## config.mk

```make
export PLATFORM = sky130hd
export DESIGN_NAME = fls_spreader
export DESIGN_NICKNAME = d
export VERILOG_FILES = /design/src/logic/fls_pkg.sv /design/src/logic/fls_scrambler_gen.sv /design/src/logic/fls_spreader.sv
export VERILOG_INCLUDE_DIRS = /design/src /design/src/logic
export SDC_FILE = /design/constraint.sdc
export NUM_CORES = 1
export LEC_CHECK = 0
export BUFFER_PORTS_ARGS = -buffer_cell sky130_fd_sc_hd__buf_2
export CORE_MARGIN = 8
export CORE_UTILIZATION = 45
export CTS_BUF_LIST = sky130_fd_sc_hd__clkbuf_4 sky130_fd_sc_hd__clkbuf_8
export CTS_CLUSTER_SIZE = 20
export DETAILED_ROUTE_END_ITERATION = 7
export SYNTH_ARGS = -nofsm -noshare
export SYNTH_HDL_FRONTEND = slang
export SYNTH_SLANG_ARGS = --single-unit
```

## constraint.sdc

```tcl
create_clock -name clk -period 15.2 [get_ports clk]
set_clock_uncertainty 0.1 [all_clocks]
set_input_delay 2.28 -clock clk [delete_from_list [all_inputs] [get_ports clk]]
set_output_delay 2.28 -clock clk [all_outputs]
set_load 0.03 [all_outputs]
```

## src/logic/fls_map.svh

```systemverilog
// offsets, widths and timing counts for the forward link spreader
`ifndef FLS_MAP_SVH
`define FLS_MAP_SVH
`define FLS_SAMPLE_WIDTH 16
`define FLS_CHIP_WIDTH 17
`define FLS_SF_WIDTH 3
`define FLS_SF_MIN 3'h1
`define FLS_SF_MAX 3'h4
`define FLS_SF_RESET 3'h1
`define FLS_CODE_RESET 4'hf
`define FLS_SCRAM_PERIOD 17'h10374
`define FLS_SCRAM_PERIOD_LAST 17'h10373
`define FLS_SEED_X 18'h00001
`define FLS_SEED_Y 18'h3ffff
`define FLS_GOLD_RESET 18'h00000
`define FLS_FRAME_COUNT_WIDTH 24
`endif

```

## src/logic/fls_pkg.sv

```systemverilog
// types for the forward link spreader
package fls_pkg;
   typedef enum logic [1:0] {
      fls_idle,
      fls_run
   } fls_state_type;
   typedef logic signed [15:0] fls_sample_type;
   typedef logic signed [16:0] fls_chip_type;
endpackage : fls_pkg

```

## src/logic/fls_scrambler_gen.sv

```systemverilog
// complex scrambling code generator, two m-sequences over gold code index
`timescale 1ns/10ps
`include "fls_map.svh"
module fls_scrambler_gen (
   input wire logic clk,
   input wire logic rst,
   input wire logic restart,
   input wire logic advance,
   input wire logic [17:0] gold_index,
   output logic [1:0] code_sym
);
   logic [17:0] x;
   logic [17:0] y;
   logic [16:0] pos;
   logic [17:0] next_x;
   logic [17:0] next_y;
   logic [16:0] next_pos;
   logic zn;
   logic zn2;
   logic x_fb;
   logic y_fb;
   logic [17:0] x_seed;
   always_comb begin
      next_x = x;
      next_y = y;
      next_pos = pos;
      x_fb = x[7] ^ x[0];
      y_fb = y[10] ^ y[7] ^ y[5] ^ y[0];
      x_seed = `FLS_SEED_X;
      // seed x advanced gold_index times approximated by xor offset
      x_seed = x_seed ^ gold_index;
      if (x_seed == 18'h00000) begin
         x_seed = `FLS_SEED_X;
      end
      if (restart) begin
         next_x = x_seed;
         next_y = `FLS_SEED_Y;
         next_pos = 17'h00000;
      end else if (advance) begin
         if (pos == `FLS_SCRAM_PERIOD_LAST) begin
            // wrap at period of 66420
            next_x = x_seed;
            next_y = `FLS_SEED_Y;
            next_pos = 17'h00000;
         end else begin
            next_x = {x_fb, x[17:1]};
            next_y = {y_fb, y[17:1]};
            next_pos = pos + 17'h00001;
         end
      end
   end
   always_ff @(posedge clk or posedge rst) begin
      if (rst) begin
         x <= `FLS_SEED_X;
         y <= `FLS_SEED_Y;
         pos <= 17'h00000;
      end else begin
         x <= next_x;
         y <= next_y;
         pos <= next_pos;
      end
   end
   always_comb begin
      zn = x[0] ^ y[0];
      zn2 = (x[4] ^ x[6] ^ x[15]) ^ (y[5] ^ y[6] ^ y[8] ^ y[9] ^ y[10] ^ y[11] ^ y[12] ^ y[13] ^ y[14] ^ y[15]);
      code_sym = {zn2, 1'b0} + {1'b0, zn};
   end
endmodule : fls_scrambler_gen

```

## src/logic/fls_spreader.sv

```systemverilog
// forward link spreader: per-symbol spreading then frame-aligned scrambling, both bypassed at factor 1
`timescale 1ns/10ps
`include "fls_map.svh"
module fls_spreader (
   input wire logic clk,
   input wire logic rst,
   input wire logic [2:0] chips_per_symbol,
   input wire logic [3:0] spread_code,
   input wire logic [17:0] gold_index,
   input wire logic [23:0] frame_symbol_count,
   input wire logic sym_valid,
   input wire logic sym_first,
   input wire fls_pkg::fls_sample_type sym_i,
   input wire fls_pkg::fls_sample_type sym_q,
   output logic sym_ready,
   output logic chip_valid,
   output logic chip_first,
   output logic chip_last,
   output fls_pkg::fls_chip_type chip_i,
   output fls_pkg::fls_chip_type chip_q,
   output logic frame_active
);
   fls_pkg::fls_state_type state;
   fls_pkg::fls_state_type next_state;
   logic [2:0] sf;
   logic [2:0] next_sf;
   logic [3:0] code;
   logic [3:0] next_code;
   logic [17:0] gold;
   logic [17:0] next_gold;
   logic [23:0] frame_len;
   logic [23:0] next_frame_len;
   logic [23:0] sym_count;
   logic [23:0] next_sym_count;
   logic [2:0] chip_idx;
   logic [2:0] next_chip_idx;
   fls_pkg::fls_sample_type hold_i;
   fls_pkg::fls_sample_type next_hold_i;
   fls_pkg::fls_sample_type hold_q;
   fls_pkg::fls_sample_type next_hold_q;
   logic hold_valid;
   logic next_hold_valid;
   logic hold_first;
   logic next_hold_first;
   logic hold_last;
   logic next_hold_last;
   logic scr_restart;
   logic scr_advance;
   logic [1:0] scr_sym;
   logic take;
   logic sym_done;
   logic code_chip;
   fls_pkg::fls_chip_type sp_i;
   fls_pkg::fls_chip_type sp_q;
   fls_pkg::fls_chip_type next_chip_i;
   fls_pkg::fls_chip_type next_chip_q;
   logic next_chip_valid;
   logic next_chip_first;
   logic next_chip_last;
   logic [2:0] sf_in;
   logic [26:0] frame_chip;
   logic [26:0] next_frame_chip;
   logic [26:0] frame_chips;
   logic next_frame_active;

   fls_scrambler_gen u_scrambler (
      .clk(clk),
      .rst(rst),
      .restart(scr_restart),
      .advance(scr_advance),
      .gold_index(gold),
      .code_sym(scr_sym)
   );

   // symbol intake: accept next symbol when the held one finishes its chips
   always_comb begin
      sym_done = hold_valid && (chip_idx == sf - 3'h1);
      sym_ready = !hold_valid || sym_done;
      // non-first symbols only inside a frame
      take = sym_valid && sym_ready && (state == fls_pkg::fls_run || sym_first);
   end

   // clamp requested factor into supported range
   always_comb begin
      sf_in = chips_per_symbol;
      case (chips_per_symbol)
         3'h0: begin
            sf_in = `FLS_SF_MIN;
         end
         3'h1, 3'h2, 3'h3, 3'h4: begin
            sf_in = chips_per_symbol;
         end
         default: begin
            sf_in = `FLS_SF_MAX;
         end
      endcase
   end

   // frame control and held symbol
   always_comb begin
      next_state = state;
      next_sf = sf;
      next_code = code;
      next_gold = gold;
      next_frame_len = frame_len;
      next_sym_count = sym_count;
      next_chip_idx = chip_idx;
      next_hold_i = hold_i;
      next_hold_q = hold_q;
      next_hold_valid = hold_valid;
      next_hold_first = hold_first;
      next_hold_last = hold_last;
      scr_restart = 1'b0;
      if (hold_valid) begin
         if (sym_done) begin
            next_chip_idx = 3'h0;
            next_hold_valid = 1'b0;
         end else begin
            next_chip_idx = chip_idx + 3'h1;
         end
      end
      if (hold_valid && sym_done && hold_last) begin
         next_state = fls_pkg::fls_idle;
      end
      if (take) begin
         next_hold_i = sym_i;
         next_hold_q = sym_q;
         next_hold_valid = 1'b1;
         next_chip_idx = 3'h0;
         if (sym_first) begin
            // latch configuration only here
            next_sf = sf_in;
            next_code = spread_code;
            next_gold = gold_index;
            next_frame_len = frame_symbol_count;
            next_sym_count = 24'h000001;
            next_hold_first = 1'b1;
            next_hold_last = (frame_symbol_count <= 24'h000001);
            next_state = (frame_symbol_count <= 24'h000001) ? fls_pkg::fls_idle : fls_pkg::fls_run;
            scr_restart = 1'b1;
         end else begin
            next_sym_count = sym_count + 24'h000001;
            next_hold_first = 1'b0;
            next_hold_last = (sym_count + 24'h000001 >= frame_len);
         end
      end
      case (state)
         fls_pkg::fls_idle: begin
            // frame opens only on a first symbol
         end
         fls_pkg::fls_run: begin
            // intake runs until the last symbol
         end
         default: begin
            next_state = fls_pkg::fls_idle;
         end
      endcase
   end

   always_ff @(posedge clk or posedge rst) begin
      if (rst) begin
         state <= fls_pkg::fls_idle;
         sf <= `FLS_SF_RESET;
         code <= `FLS_CODE_RESET;
         gold <= `FLS_GOLD_RESET;
         frame_len <= 24'h000000;
         sym_count <= 24'h000000;
         chip_idx <= 3'h0;
         hold_i <= 16'h0000;
         hold_q <= 16'h0000;
         hold_valid <= 1'b0;
         hold_first <= 1'b0;
         hold_last <= 1'b0;
      end else begin
         state <= next_state;
         sf <= next_sf;
         code <= next_code;
         gold <= next_gold;
         frame_len <= next_frame_len;
         sym_count <= next_sym_count;
         chip_idx <= next_chip_idx;
         hold_i <= next_hold_i;
         hold_q <= next_hold_q;
         hold_valid <= next_hold_valid;
         hold_first <= next_hold_first;
         hold_last <= next_hold_last;
      end
   end

   // chip position inside the frame, length is symbols times factor
   always_comb begin
      frame_chips = 27'(frame_len) * 27'(sf);
      next_frame_chip = frame_chip;
      if (scr_restart) begin
         next_frame_chip = 27'h0000000;
      end else if (hold_valid) begin
         next_frame_chip = frame_chip + 27'h0000001;
      end
   end

   // chip position register
   always_ff @(posedge clk or posedge rst) begin
      if (rst) begin
         frame_chip <= 27'h0000000;
      end else begin
         frame_chip <= next_frame_chip;
      end
   end

   // spreading: chip = symbol component times +/-1 code chip
   always_comb begin
      code_chip = code[chip_idx[1:0]];
      if (code_chip) begin
         sp_i = {hold_i[15], hold_i};
         sp_q = {hold_q[15], hold_q};
      end else begin
         sp_i = -{hold_i[15], hold_i};
         sp_q = -{hold_q[15], hold_q};
      end
   end

   // scrambling follows spreading directly, one chip per cycle
   always_comb begin
      // scrambler advances only within the spread frame
      scr_advance = hold_valid && (frame_chip < frame_chips);
      next_chip_valid = hold_valid;
      next_chip_first = hold_valid && hold_first && (chip_idx == 3'h0);
      next_chip_last = hold_valid && hold_last && sym_done;
      next_chip_i = sp_i;
      next_chip_q = sp_q;
      if (sf == 3'h1) begin
         next_chip_i = {hold_i[15], hold_i};
         next_chip_q = {hold_q[15], hold_q};
      end else begin
         case (scr_sym)
            2'h0: begin
               next_chip_i = sp_i;
               next_chip_q = sp_q;
            end
            2'h1: begin
               next_chip_i = -sp_q;
               next_chip_q = sp_i;
            end
            2'h2: begin
               next_chip_i = -sp_i;
               next_chip_q = -sp_q;
            end
            default: begin
               next_chip_i = sp_q;
               next_chip_q = -sp_i;
            end
         endcase
      end
   end

   // frame activity seen one cycle ahead
   always_comb begin
      next_frame_active = (next_state == fls_pkg::fls_run) || next_hold_valid;
   end

   // registered chip flags toward shaping filter
   always_ff @(posedge clk or posedge rst) begin
      if (rst) begin
         chip_valid <= 1'b0;
         chip_first <= 1'b0;
         chip_last <= 1'b0;
         frame_active <= 1'b0;
      end else begin
         chip_valid <= next_chip_valid;
         chip_first <= next_chip_first;
         chip_last <= next_chip_last;
         frame_active <= next_frame_active;
      end
   end

   // registered chip values toward shaping filter
   always_ff @(posedge clk or posedge rst) begin
      if (rst) begin
         chip_i <= 17'h00000;
         chip_q <= 17'h00000;
      end else begin
         chip_i <= next_chip_i;
         chip_q <= next_chip_q;
      end
   end
endmodule : fls_spreader

```

* Word-level counts from Yosys, hierarchy flattened
Index checks and enable logic that the tools add are counted.
W data, S select, Z words.
** Storage, ports and cells
- Register bits after elaboration :: 231
- Input port bits :: 85
- Output and inout port bits :: 39
- Logic and storage cells :: 127
** Operators by class
- Add/sub/neg operators :: 10
- Multiply operators :: 1
- Magnitude comparators :: 4
- Equality and inequality tests :: 11
- Multiplexer cells :: 36
- Bitwise gates (word level) :: 18
- Reductions and logical operators :: 25
** Operators by type and width (number)
- $mux W18 :: 7
- $mux W17 :: 7
- $pmux W17 S3 :: 2
- $neg A17 Y17 :: 4
- $mux W27 :: 2
- $add A27 B1 Y27 const B :: 1
- $lt A27 B27 Y1 :: 1
- $mul A24 B3 Y27 :: 1
- $add A24 B1 Y24 const B :: 1
- $ge A24 B24 Y1 :: 1
- $le A24 B1 Y1 const B :: 1
- $mux W24 :: 1
- $logic_not A18 Y1 :: 1
- $add A17 B1 Y17 const B :: 1
- $eq A17 B17 Y1 const B :: 1
- $xor A1 B1 Y1 :: 17
- $logic_and A1 B1 Y1 :: 10
- $mux W3 :: 3
- $mux W1 :: 8
- $mux W2 :: 4
- $eq A2 B1 Y1 const B :: 3
- $eq A3 B1 Y1 const B :: 2
- $eq A3 B2 Y1 const B :: 2
- $logic_not A3 Y1 :: 2
- 17 further kinds :: 22

* Logic depth before layout (Yosys ltp)
- Depth in word-level cells :: 14
- Gate-level depth with buffers :: 28
- Mapped depth without buffers :: 24

* By module
From an unflattened synthesis, not the netlist that was laid out.
** Second synthesis, totals
- Cell total of the unflattened synthesis :: 1823
- Area total of the unflattened synthesis :: 16045.4 um^2
** Modules (own cells, without submodules)
- fls_spreader :: times used 1, cells each 1547, area an instance 13222.7 um^2, sequential area each 4460.5 um^2
- fls_scrambler_gen :: times used 1, cells each 276, area an instance 2822.7 um^2, sequential area each 1350.0 um^2

* Worst setup path before layout
Ideal clock, no wire load.
- Path type :: register to register
- Start point :: register sf[0]
- End point :: register u_scrambler.pos[3]
- Library setup time :: 139 ps
- Arrival time :: 5791 ps
- Data required time :: 14961 ps
- Slack :: 9170 ps
- Cell stages (with the launch flop) :: 28
- Buffers on the path :: 4
- Period minus slack after synthesis :: 6030 ps
- Cell sequence :: dfstp_2 > clkbuf_1 > clkbuf_1 > nand2_1 > fa_1 > inv_1 > ha_1 > inv_1 > fa_1 > nor2b_1 > o31a_1 > o2111ai_1 > a31oi_1 > o21ai_0 > a21boi_0 > or4_1 > a31o_2 > a31oi_1 > ha_1 > nand4_1 > nor2_1 > nand3_1 > nor2_1 > a211oi_1 > a31o_2 > clkbuf_1 > clkbuf_1 > o221ai_1
** On the way
- Longest elaborated chain between the ends :: 8
- Elaborated cells between the ends (all ways) :: 12
- Classes of those cells :: add/sub (1); mul (1); order compare (1); eq/ne (1); mux (2); reduce/logical (6)
** Ends and longest elaborated chain
- from (decl) :: line fls_spreader.sv:25 : logic [2:0] sf;
- from (signal assigned) :: line fls_spreader.sv:163 : sf <= `FLS_SF_RESET;
- from (signal assigned) :: line fls_spreader.sv:176 : sf <= next_sf;
- parallel branches: the longest is 8 deep, another holds $mul A24 B3 Y27
- to (signal assigned) :: line fls_scrambler_gen.sv:60 : pos <= next_pos;
- to (decl) :: line fls_scrambler_gen.sv:14 : logic [16:0] pos;
Several ways; the timed one is not identified.
A chain may end at the register's enable or synchronous reset.

* Worst setup path after layout
- Start point :: register sf[1]
- End point :: register u_scrambler.pos[3]
Same word-level chain as after synthesis.

==> reports/results.txt <==
vias - 13,000
Worst-Margin Slew - 1.13 ns
worst setup path endpoint - u_scrambler.pos[3]
Max Cap Violations - 0
Max Clk Rate - 0.138 GHz
Yosys warning count - 0
Hold Path Class - flop to flop
period utilisation layout - 0.475
CTS tree - done
Site Rows - 68
Post-DRT Antenna Nets - 0
Post-Syn Area - 15,400 um^2
Fin. Hold Viols - 0
ys flop type - dfrtp_1
vias per cell - 5.42
Longest Clk Path Bufs - 3
buffer count from post-CTS setup fixing - 0
chip width - 201 um
Crit Path Max Fanout - 38
cell count after synthesis - 1,824
initial antenna violation count - 0
Crit Path Class - flop to flop
Final HPWL DP - 28,700 um
Final Max Tran Viols - 0
Setup TNS Final - 0 ns
CTS Hold Bufs - 0
CTS buffer count - 42
first-pass GRT wire length - 66,200 um
unrepaired setup endpoints after global routing - no
GRT overflow - 0
final WL - 40,100 um
WP data required - 15.59 ns
Initial Util - 0.452
layout cell share with drive strength beyond 1 - 0.140
ant diodes - 0
end of the worst register-to-register path - u_scrambler.pos[3]
Final GP Congestion - 0.874
Net count, final - 2,106
Die H - 201 um
slew margin rel. - 0.243
H-Tree Depth - 2
Syn Nets - 2,017
Syn Area/Cell - 8.47 um^2
Post-Route Utilization - 0.506
Final setup viols - 0
WL per Instance - 16.7 um
Setup crit end kind - flop
Post-synth EDFFs - 0
Yosys reg bits - 231
clock latency on the worst-skew pair - 0.59 ns
post-CTS sizing - 0
Startpoint Class - flop
Total GRT Usage - 0.196
r2r setup slk - 7.98 ns
CORE AREA - 34,200 um^2
DRC errors left - 0
area grow syn2layout - 12.1%
status - finished clean
Pre-antenna DRT Iters - 5
library cells used by synthesis - 85
most common cell after layout, fill and taps aside - nand2_1
CTS clk-pin slew, worst paths - 0.07 ns
most frequent cells in the layout - nand2_1 (364), dfrtp_1 (207), nor2_1 (161)
worst path arrival time - 7.61 ns
total die area - 40,500 um^2
largest net degree at the start of global routing - 158
Port Buffers - 123
DRT iter0 DRCs - 851
Root Buffer - clkbuf_8
cells on worst reg2reg path - 24
Final min period - 7.22 ns
vias in the first global route - 12,900
sequential share of the synthesized area - 0.376
Post-synth ARST share - 1.00
Setup crit start - sf[1]
I/O pin count - 124
CTS sink count - 231
FF-to-FF Start - sf[1]
==> cells by family (layout without fill, tap and decap cells) <==
kind of cell             after synthesis  in the layout  share of synthesized area
other                                  1              1                   0.000243
multiplexers                          28             28                     0.0192
XOR/XNOR                             153            153                     0.0885
AND/OR/NAND/NOR                      735            735                      0.212
flip-flops                           231            231                      0.376
buffers and inverters                186            307                     0.0475
AO/OA/AOI/OAI                        382            382                      0.158
adder cells (fa/ha/maj)              108            108                     0.0987
==> metal layers <==
layer,track usage,part of all wire,vias up
met5,0,0,-
met2,0.308,0.45,305
met1,0.267,0.47,6188
met3,0.0375,0.048,75
li1,-,-,6428
met4,0.0702,0.030,0
==> critical path, stage by stage, from the launching register on <==
cell	delay [ns]
dfrtp_1	0.85
nand2_1	0.17
fa_1	0.54
inv_1	0.05
ha_1	0.20
inv_1	0.07
fa_1	0.21
nor2b_1	0.07
o31a_1	0.28
o2111ai_1	0.25
a31oi_1	0.16
o21ai_0	0.23
a21boi_0	0.13
or4_1	0.41
a31o_2	0.26
a31oi_1	0.19
ha_1	0.27
nand4_1	0.10
nor2_1	0.07
nand4_1	0.10
a211oi_1	0.06
a211oi_1	0.73
nand2_1	0.93
or3_1	0.62
o221ai_1	0.07
==> flip-flops by register name, indices dropped and copies added (netlist names), 4 cells and up <==
name,count
code,4
chip_q,17
u_scrambler.y,18
hold_q,16
u_scrambler.pos,17
frame_chip,27
frame_len,24
gold,18
sym_count,24
chip_i,17
hold_i,16
u_scrambler.x,18
==> synthesized netlist by cell type (6+ instances only) <==
master,n,area share
a211oi_1,6,0.0029
a21o_1,26,0.013
a21oi_1,94,0.030
a22o_1,10,0.0057
a31oi_1,11,0.0045
and2_1,9,0.0036
and3_1,22,0.0089
buf_1,9,0.0022
buf_2,7,0.0023
clkbuf_1,71,0.017
dfrtp_1,207,0.34
dfstp_2,24,0.041
fa_1,23,0.030
ha_1,85,0.069
inv_1,93,0.023
mux2i_1,24,0.016
nand2_1,365,0.089
nand2b_1,9,0.0036
nand3_1,45,0.015
nand4_1,24,0.0097
nor2_1,161,0.039
nor2b_1,15,0.0061
nor3_1,23,0.0075
nor3b_1,7,0.0034
nor4_1,17,0.0069
o211ai_1,12,0.0058
o21a_1,8,0.0039
o21ai_0,122,0.040
o22a_1,20,0.011
o31ai_1,9,0.0044
or3_1,8,0.0032
xnor2_1,80,0.045
xor2_1,71,0.040
==> through the flow <==
| stage | hold slack (ns) | setup WS [ns] | cells | cell area [um^2] |
|---|---|---|---|---|
| global route | 0.349 | 7.29 | 2400 | 17300 |
| detailed placement | 0.319 | 7.88 | 2324 | 16400 |
| CTS | 0.336 | 7.92 | 2400 | 17300 |
| global placement | 0.313 | 8.15 | 2324 | 16400 |
| floorplan | 0.302 | 6.53 | 1824 | 15400 |
| finish | 0.335 | 7.98 | 2400 | 17300 |
==> worst min path at each step <==
stage | start | to | slack [ns] | cells after the start
after CTS | state[1] | state[0] | 0.34 | 1
after global routing | state[1] | state[0] | 0.35 | 1
after detailed placement | state[1] | state[0] | 0.32 | 1
after global placement | state[1] | state[0] | 0.31 | 1
final | state[1] | state[0] | 0.33 | 1
after floorplan | state[1] | state[0] | 0.30 | 1
==> final cells by class <==
cell class | count | area (um^2)
Tap cell | 455 | 569
Inverter | 93 | 357
Multi-Input combinational cell | 1407 | 8940
Sequential cell | 231 | 5810
Fill cell | 3313 | 16900
Timing Repair Buffer | 138 | 728
Clock inverter | 11 | 128
Clock buffer | 65 | 776
Power is left out: the tool's default activity adds up to more than one toggle a clock period on the data nets, which glitch-free logic cannot reach.
